$ cat config.mk
export PLATFORM = sky130hd
export DESIGN_NAME = per_ctrl_regs
export DESIGN_NICKNAME = d
export VERILOG_FILES = /design/src/hdl/per_pkg.sv /design/src/hdl/per_ctrl_regs.sv
export SDC_FILE = /design/constraint.sdc
export NUM_CORES = 1
export LEC_CHECK = 0
export BUFFER_PORTS_ARGS = -buffer_cell sky130_fd_sc_hd__buf_2
export CORE_UTILIZATION = 35
export CTS_CLUSTER_SIZE = 25
export DETAILED_ROUTE_END_ITERATION = 6
export SYNTH_ARGS = -nofsm -noshare
export SYNTH_HDL_FRONTEND = slang
export SYNTH_SLANG_ARGS = --single-unit
export TNS_END_PERCENT = 5
$ cat constraint.sdc
create_clock -name clk -period 4.4 [get_ports clk]
set_input_delay 0.66 -clock clk [delete_from_list [all_inputs] [get_ports clk]]
set_output_delay 0.66 -clock clk [all_outputs]
set_load 0.03 [all_outputs]
$ cat src/hdl/per_pkg.sv
package per_pkg;

    // Serial frame layout: one read/write flag, six address bits, 24 data.
    localparam int ADDR_W       = 6;
    localparam int DATA_W       = 24;
    localparam int FRAME_LAST   = 30;
    localparam int ADDR_LAST    = 6;
    localparam logic [4:0] CNT_W_UNUSED = 5'h00;

    localparam logic [5:0] OFF_STROBE_ID = 6'h00;
    localparam logic [5:0] OFF_ENABLE    = 6'h01;

    // Identification word; the value is arbitrary.
    localparam logic [23:0] CHIP_ID_DEFAULT = 24'h00_1234;

    localparam logic [15:0] ENABLE_RESET = 16'hFE9B;

    localparam int STB_REGS_RST = 0;
    localparam int STB_DIG_RST  = 1;
    localparam int STB_RESYNC   = 2;
    localparam int STB_TEMP     = 3;

    localparam int EN_OSC_BUF     = 0;
    localparam int EN_BIAS        = 1;
    localparam int EN_REFDIV      = 2;
    localparam int EN_XREF_DIG    = 3;
    localparam int EN_DIVREF_DIG  = 4;
    localparam int EN_SQ_DIG      = 5;
    localparam int EN_SIN_DIG     = 6;
    localparam int EN_SQ_BUF      = 7;
    localparam int EN_SIN_BUF     = 8;
    localparam int EN_MOD_CLK_OSC = 9;
    localparam int EN_PRESC       = 10;
    localparam int EN_LOCK_GATES  = 11;
    localparam int EN_CP          = 12;
    localparam int EN_MOD_RUN     = 13;
    localparam int EN_LOCK_RUN    = 14;
    localparam int EN_SLIP        = 15;

    typedef enum logic [2:0] {
        PER_IDLE,
        PER_ADDR,
        PER_WRITE,
        PER_READ,
        PER_DONE
    } per_state_t;

    typedef struct packed {
        logic osc_buf_on;
        logic bias_on;
        logic refdiv_run;
        logic xref_to_dig;
        logic divref_to_dig;
        logic sq_xtal_to_dig;
        logic sin_xtal_to_dig;
        logic square_ref_buffer_on;
        logic sine_ref_buffer_on;
        logic mod_clk_from_osc;
        logic prescaler_on;
        logic lock_gates_run;
        logic charge_pump_on;
        logic modulator_run;
        logic lock_detect_run;
        logic cycle_slip_prevention;
    } per_ctrl_t;

    typedef struct packed {
        logic regs_soft_reset;
        logic dig_soft_reset;
        logic resync;
        logic temp_measure;
    } per_strobe_t;

endpackage
$ cat src/hdl/per_ctrl_regs.sv
`timescale 1ns/100ps
// Notes on behaviour
// - A one in strobe bit 1 pulses soft reset of other digital logic.
// - Writing one to strobe bit 3 clocks one temperature measurement.
// - Enable bit 1 zero disables the whole loop; default one.
// - Bit 2 zero holds ref divider in reset, like bypass; default zero.
// - Bit 3 gates muxed crystal reference to digital; default one.
// - Bit 4 enables divided reference clock to digital; default one.
// - Bit 5 enables square crystal clock to main digital; default zero.
// - Bit 6 enables sine crystal clock to main digital; default zero.
// - Bit 7 square buffer, only while sine select is zero; default one.
// - Bit 8 sine buffer, only while sine select is one; default zero.
// - Bit 9 modulator clock: one oscillator, zero reference; default one.
// - Bit 10 enables prescaler bias; default one.
// - Bit 11 low resets the lock detect output gates; default one.
// - Bit 12 enables charge pump, zero floats its output; default one.
// - Bit 13 active-low modulator reset, combined with integer mode.
// - Bit 14 active-low lock detect reset; default one.
// - Bit 15 releases cycle slip flops only with external enable set.
// - A one in strobe bit 0 returns configuration registers to defaults.
// - Sine select bit gates the two reference buffers.
module per_ctrl_regs
    import per_pkg::*;
#(
    parameter logic [23:0] CHIP_ID = CHIP_ID_DEFAULT
) (
    input  wire logic        clk,
    input  wire logic        nrst,
    input  wire logic        sen,
    input  wire logic        sclk,
    input  wire logic        sdi,
    output logic             sdo,
    output logic             sdo_oe,
    input  wire logic        sine_ref_select,
    input  wire logic        slip_feature_enable,
    input  wire logic        integer_mode,
    output per_ctrl_t        ctrl,
    output per_strobe_t      strobe,
    output logic [15:0]      enable_and_reset_control
);

    // Pin synchronisers: three stages, a change on sen or sclk counts once stages
    // 2 and 3 agree.
    logic [2:0] sen_sync;
    logic [2:0] sclk_sync;
    logic [2:0] sdi_sync;
    logic       sen_q;
    logic       sclk_q;

    always_ff @(posedge clk or negedge nrst) begin
        if (!nrst) begin
            sen_sync  <= 3'h0;
            sclk_sync <= 3'h0;
            sdi_sync  <= 3'h0;
        end else begin
            sen_sync  <= {sen_sync[1:0], sen};
            sclk_sync <= {sclk_sync[1:0], sclk};
            sdi_sync  <= {sdi_sync[1:0], sdi};
        end
    end

    wire sen_agree  = sen_sync[1] == sen_sync[2];
    wire sclk_agree = sclk_sync[1] == sclk_sync[2];
    wire next_sen   = sen_agree ? sen_sync[2] : sen_q;
    wire next_sclk  = sclk_agree ? sclk_sync[2] : sclk_q;
    wire sclk_rise  = next_sclk && !sclk_q && sen_q;
    wire sdi_bit    = sdi_sync[2];

    always_ff @(posedge clk or negedge nrst) begin
        if (!nrst) begin
            sen_q  <= 1'b0;
            sclk_q <= 1'b0;
        end else begin
            sen_q  <= next_sen;
            sclk_q <= next_sclk;
        end
    end

    // Frame decoder.
    per_state_t        state;
    per_state_t        next_state;
    logic [4:0]        cnt;
    logic [ADDR_W-1:0] addr;
    logic [DATA_W-1:0] shreg;
    logic [15:0]       en_reg;

    wire cnt_addr_end = cnt == 5'(ADDR_LAST);
    wire cnt_last     = cnt == 5'(FRAME_LAST);
    wire [DATA_W-1:0] wr_word = {shreg[DATA_W-2:0], sdi_bit};
    wire wr_commit    = state == PER_WRITE && sclk_rise && cnt_last;
    wire hit_strobe   = addr == OFF_STROBE_ID;
    wire hit_enable   = addr == OFF_ENABLE;
    wire rd_start     = state == PER_ADDR && sclk_rise && cnt_addr_end;
    wire [ADDR_W-1:0] rd_addr = {addr[ADDR_W-2:0], sdi_bit};
    // Unmapped addresses read as zero.
    wire [DATA_W-1:0] rd_word =
        (rd_addr == OFF_STROBE_ID) ? CHIP_ID :
        (rd_addr == OFF_ENABLE)    ? {8'h00, en_reg} : 24'h00_0000;

    logic rd_flag;

    always_comb begin
        next_state = state;
        case (state)
            PER_IDLE:  if (sclk_rise) next_state = PER_ADDR;
            PER_ADDR:  if (sclk_rise && cnt_addr_end) begin
                next_state = rd_flag ? PER_READ : PER_WRITE;
            end
            PER_WRITE: if (sclk_rise && cnt_last) next_state = PER_DONE;
            PER_READ:  if (sclk_rise && cnt_last) next_state = PER_DONE;
            PER_DONE:  next_state = PER_DONE;
            default:   next_state = PER_IDLE;
        endcase
        if (!sen_q) begin
            next_state = PER_IDLE;
        end
    end

    always_ff @(posedge clk or negedge nrst) begin
        if (!nrst) begin
            state   <= PER_IDLE;
            cnt     <= 5'h00;
            rd_flag <= 1'b0;
            addr    <= '0;
            shreg   <= '0;
        end else begin
            state <= next_state;
            if (!sen_q) begin
                cnt <= 5'h00;
            end else if (sclk_rise) begin
                cnt <= cnt + 5'h01;
            end
            if (state == PER_IDLE && sclk_rise) begin
                rd_flag <= sdi_bit;
            end
            if (state == PER_ADDR && sclk_rise) begin
                addr <= rd_addr;
            end
            if (rd_start) begin
                shreg <= rd_word;
            end else if (state == PER_READ && sclk_rise) begin
                shreg <= {shreg[DATA_W-2:0], 1'b0};
            end else if (state == PER_WRITE && sclk_rise) begin
                shreg <= wr_word;
            end
        end
    end

    // Read data leaves MSB first, one bit per rising serial clock.
    always_ff @(posedge clk or negedge nrst) begin
        if (!nrst) begin
            sdo    <= 1'b0;
            sdo_oe <= 1'b0;
        end else begin
            // Hold the pin driven until the host drops the enable, so the
            // last bit is still there at its falling serial edge.
            sdo_oe <= next_state == PER_READ
                   || (next_state == PER_DONE && sdo_oe);
            if (state == PER_READ && sclk_rise) begin
                sdo <= shreg[DATA_W-1];
            end else if (!sen_q) begin
                sdo <= 1'b0;
            end
        end
    end

    // Strobes hold no state: each written one gives exactly one pulse.
    wire         stb_hit = wr_commit && hit_strobe;
    per_strobe_t next_strobe;
    assign next_strobe.regs_soft_reset =
        stb_hit && wr_word[STB_REGS_RST];
    assign next_strobe.dig_soft_reset  =
        stb_hit && wr_word[STB_DIG_RST];
    assign next_strobe.resync          =
        stb_hit && wr_word[STB_RESYNC];
    assign next_strobe.temp_measure    =
        stb_hit && wr_word[STB_TEMP];

    always_ff @(posedge clk or negedge nrst) begin
        if (!nrst) begin
            strobe <= '0;
        end else begin
            strobe <= next_strobe;
        end
    end

    // Enable register: written by frame, restored by the register strobe.
    always_ff @(posedge clk or negedge nrst) begin
        if (!nrst) begin
            en_reg <= ENABLE_RESET;
        end else if (strobe.regs_soft_reset) begin
            en_reg <= ENABLE_RESET;
        end else if (wr_commit && hit_enable) begin
            en_reg <= wr_word[15:0];
        end
    end

    // Bias off takes the whole loop down with it.
    wire       loop_on = en_reg[EN_BIAS];
    per_ctrl_t next_ctrl;
    assign next_ctrl.osc_buf_on      = en_reg[EN_OSC_BUF];
    assign next_ctrl.bias_on         = loop_on;
    assign next_ctrl.refdiv_run      = loop_on && en_reg[EN_REFDIV];
    assign next_ctrl.xref_to_dig     = en_reg[EN_XREF_DIG];
    assign next_ctrl.divref_to_dig   = en_reg[EN_DIVREF_DIG];
    assign next_ctrl.sq_xtal_to_dig  = en_reg[EN_SQ_DIG];
    assign next_ctrl.sin_xtal_to_dig = en_reg[EN_SIN_DIG];
    assign next_ctrl.square_ref_buffer_on =
        en_reg[EN_SQ_BUF] && !sine_ref_select;
    assign next_ctrl.sine_ref_buffer_on =
        en_reg[EN_SIN_BUF] && sine_ref_select;
    assign next_ctrl.mod_clk_from_osc = en_reg[EN_MOD_CLK_OSC];
    assign next_ctrl.prescaler_on    = loop_on && en_reg[EN_PRESC];
    assign next_ctrl.lock_gates_run  =
        loop_on && en_reg[EN_LOCK_GATES];
    // The pad driver floats the pump output while this is low.
    assign next_ctrl.charge_pump_on  = loop_on && en_reg[EN_CP];
    assign next_ctrl.modulator_run   =
        loop_on && en_reg[EN_MOD_RUN] && !integer_mode;
    assign next_ctrl.lock_detect_run =
        loop_on && en_reg[EN_LOCK_RUN];
    assign next_ctrl.cycle_slip_prevention =
        loop_on && en_reg[EN_SLIP] && slip_feature_enable;

    always_ff @(posedge clk or negedge nrst) begin
        if (!nrst) begin
            ctrl                     <= '0;
            enable_and_reset_control <= ENABLE_RESET;
        end else begin
            ctrl                     <= next_ctrl;
            enable_and_reset_control <= en_reg;
        end
    end
endmodule

Word-level counts from Yosys, hierarchy flattened. Cells that the tools add are included.

$add $sub $neg: 1. Equality and inequality tests: 14. Mux-type cells: 18. Reductions and logical operators: 38.

Operators by type and width (count): two-way mux 24 bit (3); two-way mux 16 bit (4); logical AND 1 bit (28); == test 6 x 1 -> 1 bit, second input constant (2); zero test 6 bit (2); two-way mux 3 bit (4); case mux 3 bit (4 select lines) (1); two-way mux 5 bit (2); == test 3 x 2 -> 1 bit, second input constant (3); == test 3 bit, second input constant (2); adder 5 x 1 -> 5 bit, second input constant (1); == test 5 x 3 -> 1 bit, second input constant (1); == test 5 bit, second input constant (1); two-way mux 1 bit (4); != test 2 x 1 -> 1 bit, second input constant (2); == test 3 x 1 -> 1 bit, second input constant (1); zero test 1 bit (3); zero test 3 bit (1); nonzero test 3 bit (1); == test 1 bit (2); nonzero test 2 bit (1); OR reduction 2 bit (1); logical OR 1 bit (1).

Register bits after elaboration: 104. Input port bits: 8. Output and inout bits: 38. Logic and storage cells: 105.

Logic depth before layout (Yosys ltp). Gate-level depths: netlist of run 1.

Depth in word-level cells: 11. Depth in mapped cells: 8. Depth with buffers taken out: 6.

Worst setup path after synthesis of run 1. OpenSTA, ideal clock, no wires.

Path kind: register to register. Start point: register cnt[0]. End point: register en_reg[12]. Library setup time: 0.080 ns. Data arrival time: 1.657 ns. Required time: 4.320 ns. Path slack: 2.663 ns. Cell stages (with the launch flop): 9. Path buffers: 2. Period minus slack after synthesis: 1.737 ns. Cell sequence: dfrtp_1 -> inv_1 -> ha_1 -> and4_1 -> clkbuf_1 -> nand2_1 -> or3_1 -> buf_2 -> o22a_1.

Word-level cells in the longest chain between the ends: 4.

Ends and longest elaborated chain: start: declaration (line per_ctrl_regs.sv:82) `logic [4:0] cnt;`; start signal: assignment (line per_ctrl_regs.sv:131) `cnt <= cnt + 5'h01;`; == test 5 bit (line per_ctrl_regs.sv:88) `wire cnt_last = cnt == 5'(FRAME_LAST);`; logical AND 1 bit (line per_ctrl_regs.sv:90) `wire wr_commit = state == PER_WRITE && sclk_rise && cnt_last;`; logical AND 1 bit (line per_ctrl_regs.sv:193) `end else if (wr_commit && hit_enable) begin`; nonzero test 2 bit (no line); end signal: assignment (line per_ctrl_regs.sv:194) `en_reg <= wr_word[15:0];`; end: declaration (line per_ctrl_regs.sv:85) `logic [15:0] en_reg;`.

Every way passes these cells. A chain may end at the register's enable or synchronous reset.

Final worst setup path of run 1.
Start point: register sen_q. End point: register en_reg[2].

Word-level cells in the longest chain between the ends: 5.

Ends and longest elaborated chain: start: declaration (line per_ctrl_regs.sv:47) `logic sen_q;`; start signal: assignment (line per_ctrl_regs.sv:74) `sen_q <= next_sen;`; logical AND 1 bit (line per_ctrl_regs.sv:66) `wire sclk_rise = next_sclk && !sclk_q && sen_q;`; logical AND 1 bit (2 in series) (line per_ctrl_regs.sv:90); logical AND 1 bit (line per_ctrl_regs.sv:193); nonzero test 2 bit (no line).

Every way passes these cells.

==> flow_metrics.py, run 1 <==
metrics = {
    "status": {
        "outcome": "completed",
    },
    "pwr": {
        "switchingPower_uw": 365,
        "p_clk_frac": 0.365,
        "powerDensity_nw_per_um2": 364,
        "ir_drop_v": 0.000127,
        "p_sw_frac": 0.229,
        "p_total_uw": 1600,
        "seqPwrFrac": 0.603,
        "leakage_uw": 0.00207,
        "p_int_uw": 1230,
        "combPwrFrac": 0.032,
    },
    "timing": {
        "fmax_mhz": 463,
        "tightest_slew_ns": 0.939,
        "slew_headroom": 0.369,
        "clock_skew_ns": 0.0110,
        "rsz0062_at_grt": "false",
        "period_share": 0.491,
        "layout_min_cycle_time_ns": 2.16,
        "fin_ws_ns": 2.24,
        "hold_viol": 0,
        "setup_violations": 0,
        "drv_slew": 0,
        "holdWs_ns": 0.353,
        "fin_setup_tns_ns": 0,
    },
    "critical_path": {
        "arrival_ns": 2.44,
        "cp_data_required_time_ns": 4.67,
        "crit_chain": "and4b_1 -> and2_1 -> buf_4 -> a41oi_2 -> a22o_2",
        "cp_slowest_cell": "dfrtp_1",
        "cp_max_fo": 25,
        "reg2reg_from": "sen_q$_DFFE_PN0N_",
        "endpoint_kind": "register",
        "critPathMaxStageDelay_ns": 0.49,
        "r2r_end": "en_reg[2]$_DFFE_PN0P_",
        "crit_start": "sen_q$_DFFE_PN0N_",
        "cpLargestDelayFamily": "compound AO/OA/AOI/OAI gates",
        "rr_worst_depth": 5,
        "critPathLaunchType": "register",
        "critPathKind": "reg -> reg",
        "r2r_slack_ns": 2.24,
        "worst-path-buf-inv": 1,
    },
    "detailed_routing": {
        "drc_errors": 0,
        "num_vias": 2432,
        "avgRoutedWirePerCell_um": 15.0,
        "first_pass_iters": 4,
        "drtAntennaViolNets": 0,
        "viasPerCell": 4.98,
        "drtIter0Drc": 154,
        "routed_wl_um": 7300,
    },
    "synthesis": {
        "syn_avg_cell_area_um2": 12.8,
        "synthCells": 301,
        "ys.flop_type": "dfrtp_1",
        "yosysSeqAreaShare": 0.668,
        "netlist_area_um2": 3870,
        "ys_ff_latch": 102,
        "synth_most_common_cell": "dfrtp_1",
        "yosysWarnings": 0,
        "synth_nets": 311,
        "netlist.area_leader.share": 0.505,
        "synthArstFlopShare": 1.00,
        "ys_top_cells_by_area": "dfrtp_1 (50%), dfstp_2 (16%), nand2_1 (3.3%)",
        "yosys.area.top_type": "dfrtp_1",
        "yosysUniqueCellTypes": 60,
        "netlist_top_cells_count": "dfrtp_1 (78), nand2_1 (34), dfstp_2 (24)",
        "synth_edf_count": 0,
    },
    "cells_and_area": {
        "area_growth_pct": 13.3,
        "layout-drive-gt1-share": 0.284,
        "nFillCells": 1025,
        "nNetsFinal": 353,
        "antenna_cells": 0,
        "largest_reg_flops": 24,
    },
    "cts": {
        "htreeDepth": 3,
        "path_clk_slew_ns": 0.10,
        "postCtsSetupRepairBufs": 0,
        "cts_buffers": 9,
        "clock_path_buffers": 2,
        "cts_hold_buf": 0,
        "cts_resized": 0,
        "clockRootBuffer": "clkbuf_8",
        "cts_sinks": 102,
        "tritoncts": "built",
        "clk_latency_ns": 0.37,
    },
    "worst_hold_path": {
        "min_from": "sclk_sync[0]$_DFF_PN0_",
        "whs_endpoint": "sclk_sync[1]$_DFF_PN0_",
        "whs_path_depth": 0,
        "hp-class": "reg -> reg",
    },
    "floorplanning": {
        "initial_core_util": 0.358,
        "die_w_um": 107,
        "die_h_um": 107,
        "num_rows": 38,
        "ioPinCount": 46,
        "fp.coreArea_um2": 10800,
        "dieArea_um2": 11500,
    },
    "grt": {
        "grt_pass1_wl_um": 12100,
        "grt_pass1_vias": 2335,
        "grt_util_met2": 0.196,
        "overflow": 0,
        "antenna_found_initial": 0,
        "met3_usage": 0.0328,
        "busiest_layer": "met1",
        "grt.total_usage": 0.139,
        "use_met1": 0.200,
        "grt_max_degree": 79,
    },
    "placed_design": {
        "hpwl_um": 4750,
        "place_congestion": 0.766,
        "port_buffers": 45,
        "pre_cts_ws_ns": 2.24,
    },
    "flow_run": {
        "max-cap-violations": 0,
    },
}
cell type report:
type | count | area [um2] | area share
repair buffers | 47 | 243 | 0.0554
well taps | 140 | 175 | 0.0400
clock buffers | 12 | 135 | 0.0308
clock inverters | 4 | 55.1 | 0.0126
inverters | 13 | 48.8 | 0.0111
multi-input cells | 170 | 1140 | 0.261
flip-flops and latches | 102 | 2580 | 0.589
worst max-delay path by stage:
stage / to / slack [ns] / cells after the start
after floorplan: en_reg[12]$_DFFE_PN1P_ / 2.66 / 8
after global placement: en_reg[2]$_DFFE_PN0P_ / 2.25 / 5
after global routing: en_reg[8]$_DFFE_PN0P_ / 2.07 / 4
after detailed placement: en_reg[2]$_DFFE_PN0P_ / 2.24 / 5
after CTS: en_reg[2]$_DFFE_PN0P_ / 2.23 / 5
final: en_reg[2]$_DFFE_PN0P_ / 2.24 / 5
cells by family after synthesis:
kind of cell,count (synthesis),share of synthesized area
simple gates,86,0.119
mux,15,0.0404
flops,102,0.668
buf+inv,29,0.0369
fa+ha+maj,4,0.0116
xor+xnor,4,0.00906
compound gates,61,0.115
power groups by stage:
stage	logic [uW]	clock network (uW)	registers, uW
finish	51.2	583	962
global route	59.7	641	964
CTS	52.8	598	962
detailed placement	52.5	0	980
global placement	51.5	0	979
floorplan	28.6	0	974
per-layer routing:
metal / part of all wire / vias up
met5: 0 / -
met4: 0.021 / 0
met3: 0.048 / 13
met2: 0.44 / 62
met1: 0.49 / 1222
li1: - / 1135
stage by stage:
step	cells	cell area, um2	util
2_1_floorplan	301	3870	-
3_3_place_gp	472	4190	0.388
3_5_place_dp	472	4190	0.388
4_1_cts	488	4380	0.406
5_1_grt	488	4380	0.406
6_report	488	4380	0.406
cells in the final DEF (no fill, tap or decap), types with 2 or more instances in the layout:
| cell | Yosys | routed |
|---|---|---|
| clkbuf_1 | 4 | 3 |
| ha_1 | 2 | 2 |
| inv_1 | 13 | 13 |
| and4_1 | 2 | 2 |
| nand4_1 | 6 | 6 |
| nand3_1 | 4 | 4 |
| maj3_1 | 2 | 2 |
| nor2_1 | 11 | 11 |
| nand2_1 | 34 | 34 |
| a22o_1 | 3 | 3 |
| a2bb2oi_1 | 8 | 8 |
| dfrtp_1 | 78 | 78 |
| a21oi_1 | 9 | 9 |
| o22a_1 | 3 | 3 |
| clkbuf_8 | 0 | 9 |
| o21ai_0 | 15 | 15 |
| mux2_2 | 5 | 5 |
| xor2_1 | 3 | 3 |
| and2_1 | 8 | 8 |
| mux2i_1 | 10 | 10 |
| dfstp_2 | 24 | 24 |
| buf_2 | 6 | 44 |
| buf_4 | 5 | 3 |
| o211ai_1 | 7 | 7 |
| nor3_1 | 3 | 3 |
Note: power is estimated with default switching activity, not from simulation.
==> run 2, diff against run 1 <==
==> constraint.sdc (replaced) <==
create_clock -name clk -period 2.25 [get_ports clk]
set_input_delay 0.3375 -clock clk [delete_from_list [all_inputs] [get_ports clk]]
set_output_delay 0.3375 -clock clk [all_outputs]
set_load 0.03 [all_outputs]
==> run 2 against run 1 <==
  * Total power grew 96%
  * Core utilization grew 0.90 points
  * Cell area increased by 2.2%
  * Clock skew up 0.0075 ns
  * Routed wire length is 0.16% higher
  * Non-clock buffer count rose by 10
  * Fmax increased by 5.9%
  * Sequential power rose by 95%
  * Clock-buffer cell count is 3 lower
  * First-iteration DRC count is 33% lower
  * Largest cell class unchanged
  * Largest power group unchanged
==> flow_metrics.py, run 2 (synthesized netlist as in run 1, its figures left out) <==
metrics = {
    "timing": {
        "hold_viol": 0,
        "clock_skew_ns": 0.0185,
        "period_share": 0.907,
        "fmax_mhz": 490,
        "layout_min_cycle_time_ns": 2.04,
        "drv_slew": 0,
        "fin_ws_ns": 0.209,
        "tightest_slew_ns": 0.705,
        "holdWs_ns": 0.0607,
        "slew_headroom": 0.530,
        "fin_setup_tns_ns": 0,
        "rsz0062_at_grt": "false",
        "setup_violations": 0,
    },
    "placed_design": {
        "hpwl_um": 4980,
        "dp_cells": 481,
        "pre_cts_ws_ns": 0.236,
        "port_buffers": 45,
        "place_congestion": 0.810,
    },
    "floorplanning": {
        "num_rows": 38,
        "initial_core_util": 0.358,
        "ioPinCount": 46,
        "die_h_um": 107,
        "dieArea_um2": 11500,
        "fp.coreArea_um2": 10800,
        "die_w_um": 107,
    },
    "critical_path": {
        "critPathLaunchType": "register",
        "r2r_end": "en_reg[2]$_DFFE_PN0P_",
        "cp_data_required_time_ns": 2.52,
        "r2r_slack_ns": 0.21,
        "critPathKind": "reg -> reg",
        "arrival_ns": 2.31,
        "crit_start": "addr[2]$_DFFE_PN0P_",
        "cp_max_fo": 12,
        "endpoint_kind": "register",
        "rr_worst_depth": 4,
        "reg2reg_from": "addr[2]$_DFFE_PN0P_",
        "crit_end": "en_reg[2]$_DFFE_PN0P_",
    },
    "grt": {
        "grt_pass1_vias": 2408,
        "grt.total_usage": 0.140,
        "use_met1": 0.193,
        "overflow": 0,
        "grt_util_met2": 0.213,
        "antenna_found_initial": 0,
        "grt_max_degree": 67,
        "busiest_layer": "met2",
        "met3_usage": 0.0310,
        "grt_pass1_wl_um": 12300,
    },
    "detailed_routing": {
        "avgRoutedWirePerCell_um": 14.7,
        "routed_wl_um": 7320,
        "first_pass_iters": 4,
        "drtIter0Drc": 103,
        "viasPerCell": 4.88,
        "drtAntennaViolNets": 0,
        "num_vias": 2432,
        "drc_errors": 0,
    },
    "worst_hold_path": {
        "whs_path_depth": 1,
        "hp-class": "in -> reg",
    },
    "flow_run": {
        "max-cap-violations": 0,
    },
    "cells_and_area": {
        "layout_common_cells": "dfrtp_1 (78), buf_2 (44), nand2_1 (34)",
        "antenna_cells": 0,
        "layoutNonFillerInstCount": 498,
        "nNetsFinal": 363,
        "final_common_cell": "dfrtp_1",
        "largest_reg_flops": 24,
        "nFillCells": 1030,
        "area_growth_pct": 15.8,
        "layout-drive-gt1-share": 0.310,
    },
    "cts": {
        "cts_resized": 0,
        "path_clk_slew_ns": 0.11,
        "tritoncts": "built",
        "cts_buffers": 9,
        "clock_path_buffers": 2,
        "clockRootBuffer": "clkbuf_8",
        "clk_latency_ns": 0.38,
        "cts_sinks": 102,
        "htreeDepth": 3,
    },
    "pwr": {
        "ir_drop_v": 0.000286,
        "leakage_uw": 0.00213,
        "p_total_uw": 3130,
        "powerDensity_nw_per_um2": 700,
    },
    "status": {
        "outcome": "completed",
    },
}
## run 2: worst min path at each step
| stage | from | end |
|---|---|---|
| CTS | sen | sen_sync[0]$_DFF_PN0_ |
| floorplan | nrst | addr[0]$_DFFE_PN0P_ |
| global route | sdi | sdi_sync[0]$_DFF_PN0_ |
| finish | sclk | sclk_sync[0]$_DFF_PN0_ |
| global placement | nrst | ctrl[6]$_DFF_PN0_ |
| detailed placement | nrst | ctrl[0]$_DFF_PN0_ |
## run 2: layer usage
metal  up-vias  share of wire
met3        13          0.036
met4         0          0.019
met5         -              0
li1       1164              -
met1      1205           0.48
met2        50           0.46
## run 2: final cells by class
cell class / instances / area (um2) / area share
sequential: 102 / 2580 / 0.577
inverter: 13 / 48.8 / 0.0109
tap: 140 / 175 / 0.0391
clock buffer: 9 / 124 / 0.0277
clock inverter: 7 / 73.8 / 0.0165
multi-input combinational: 170 / 1140 / 0.255
timing repair buffer: 57 / 333 / 0.0743
## run 2: critical path, cell delays in order, from the launching register on
cell	delay, ns
dfrtp_1	0.42
or4_4	0.57
nor3_4	0.16
a41oi_2	0.40
a22o_2	0.39
## run 2: report_power, final
part	leakage (uW)	total, uW	switching [uW]	internal (uW)
logic	0.000722	109	73.3	35.5
clock network	0.000103	1140	700	442
registers	0.00131	1880	26.0	1860
## run 2: per-stage QoR
stage,util,instance area (um2)
floorplan,-,3870
global placement,0.396,4270
detailed placement,0.396,4270
CTS,0.415,4480
global route,0.415,4480
finish,0.415,4480
## run 2: what timing repair did
item,4_1_cts,5_1_grt
buffers inserted,0,0
hold endpoints to repair,26,0
setup endpoints to repair,0,0
hold buffers,1,0
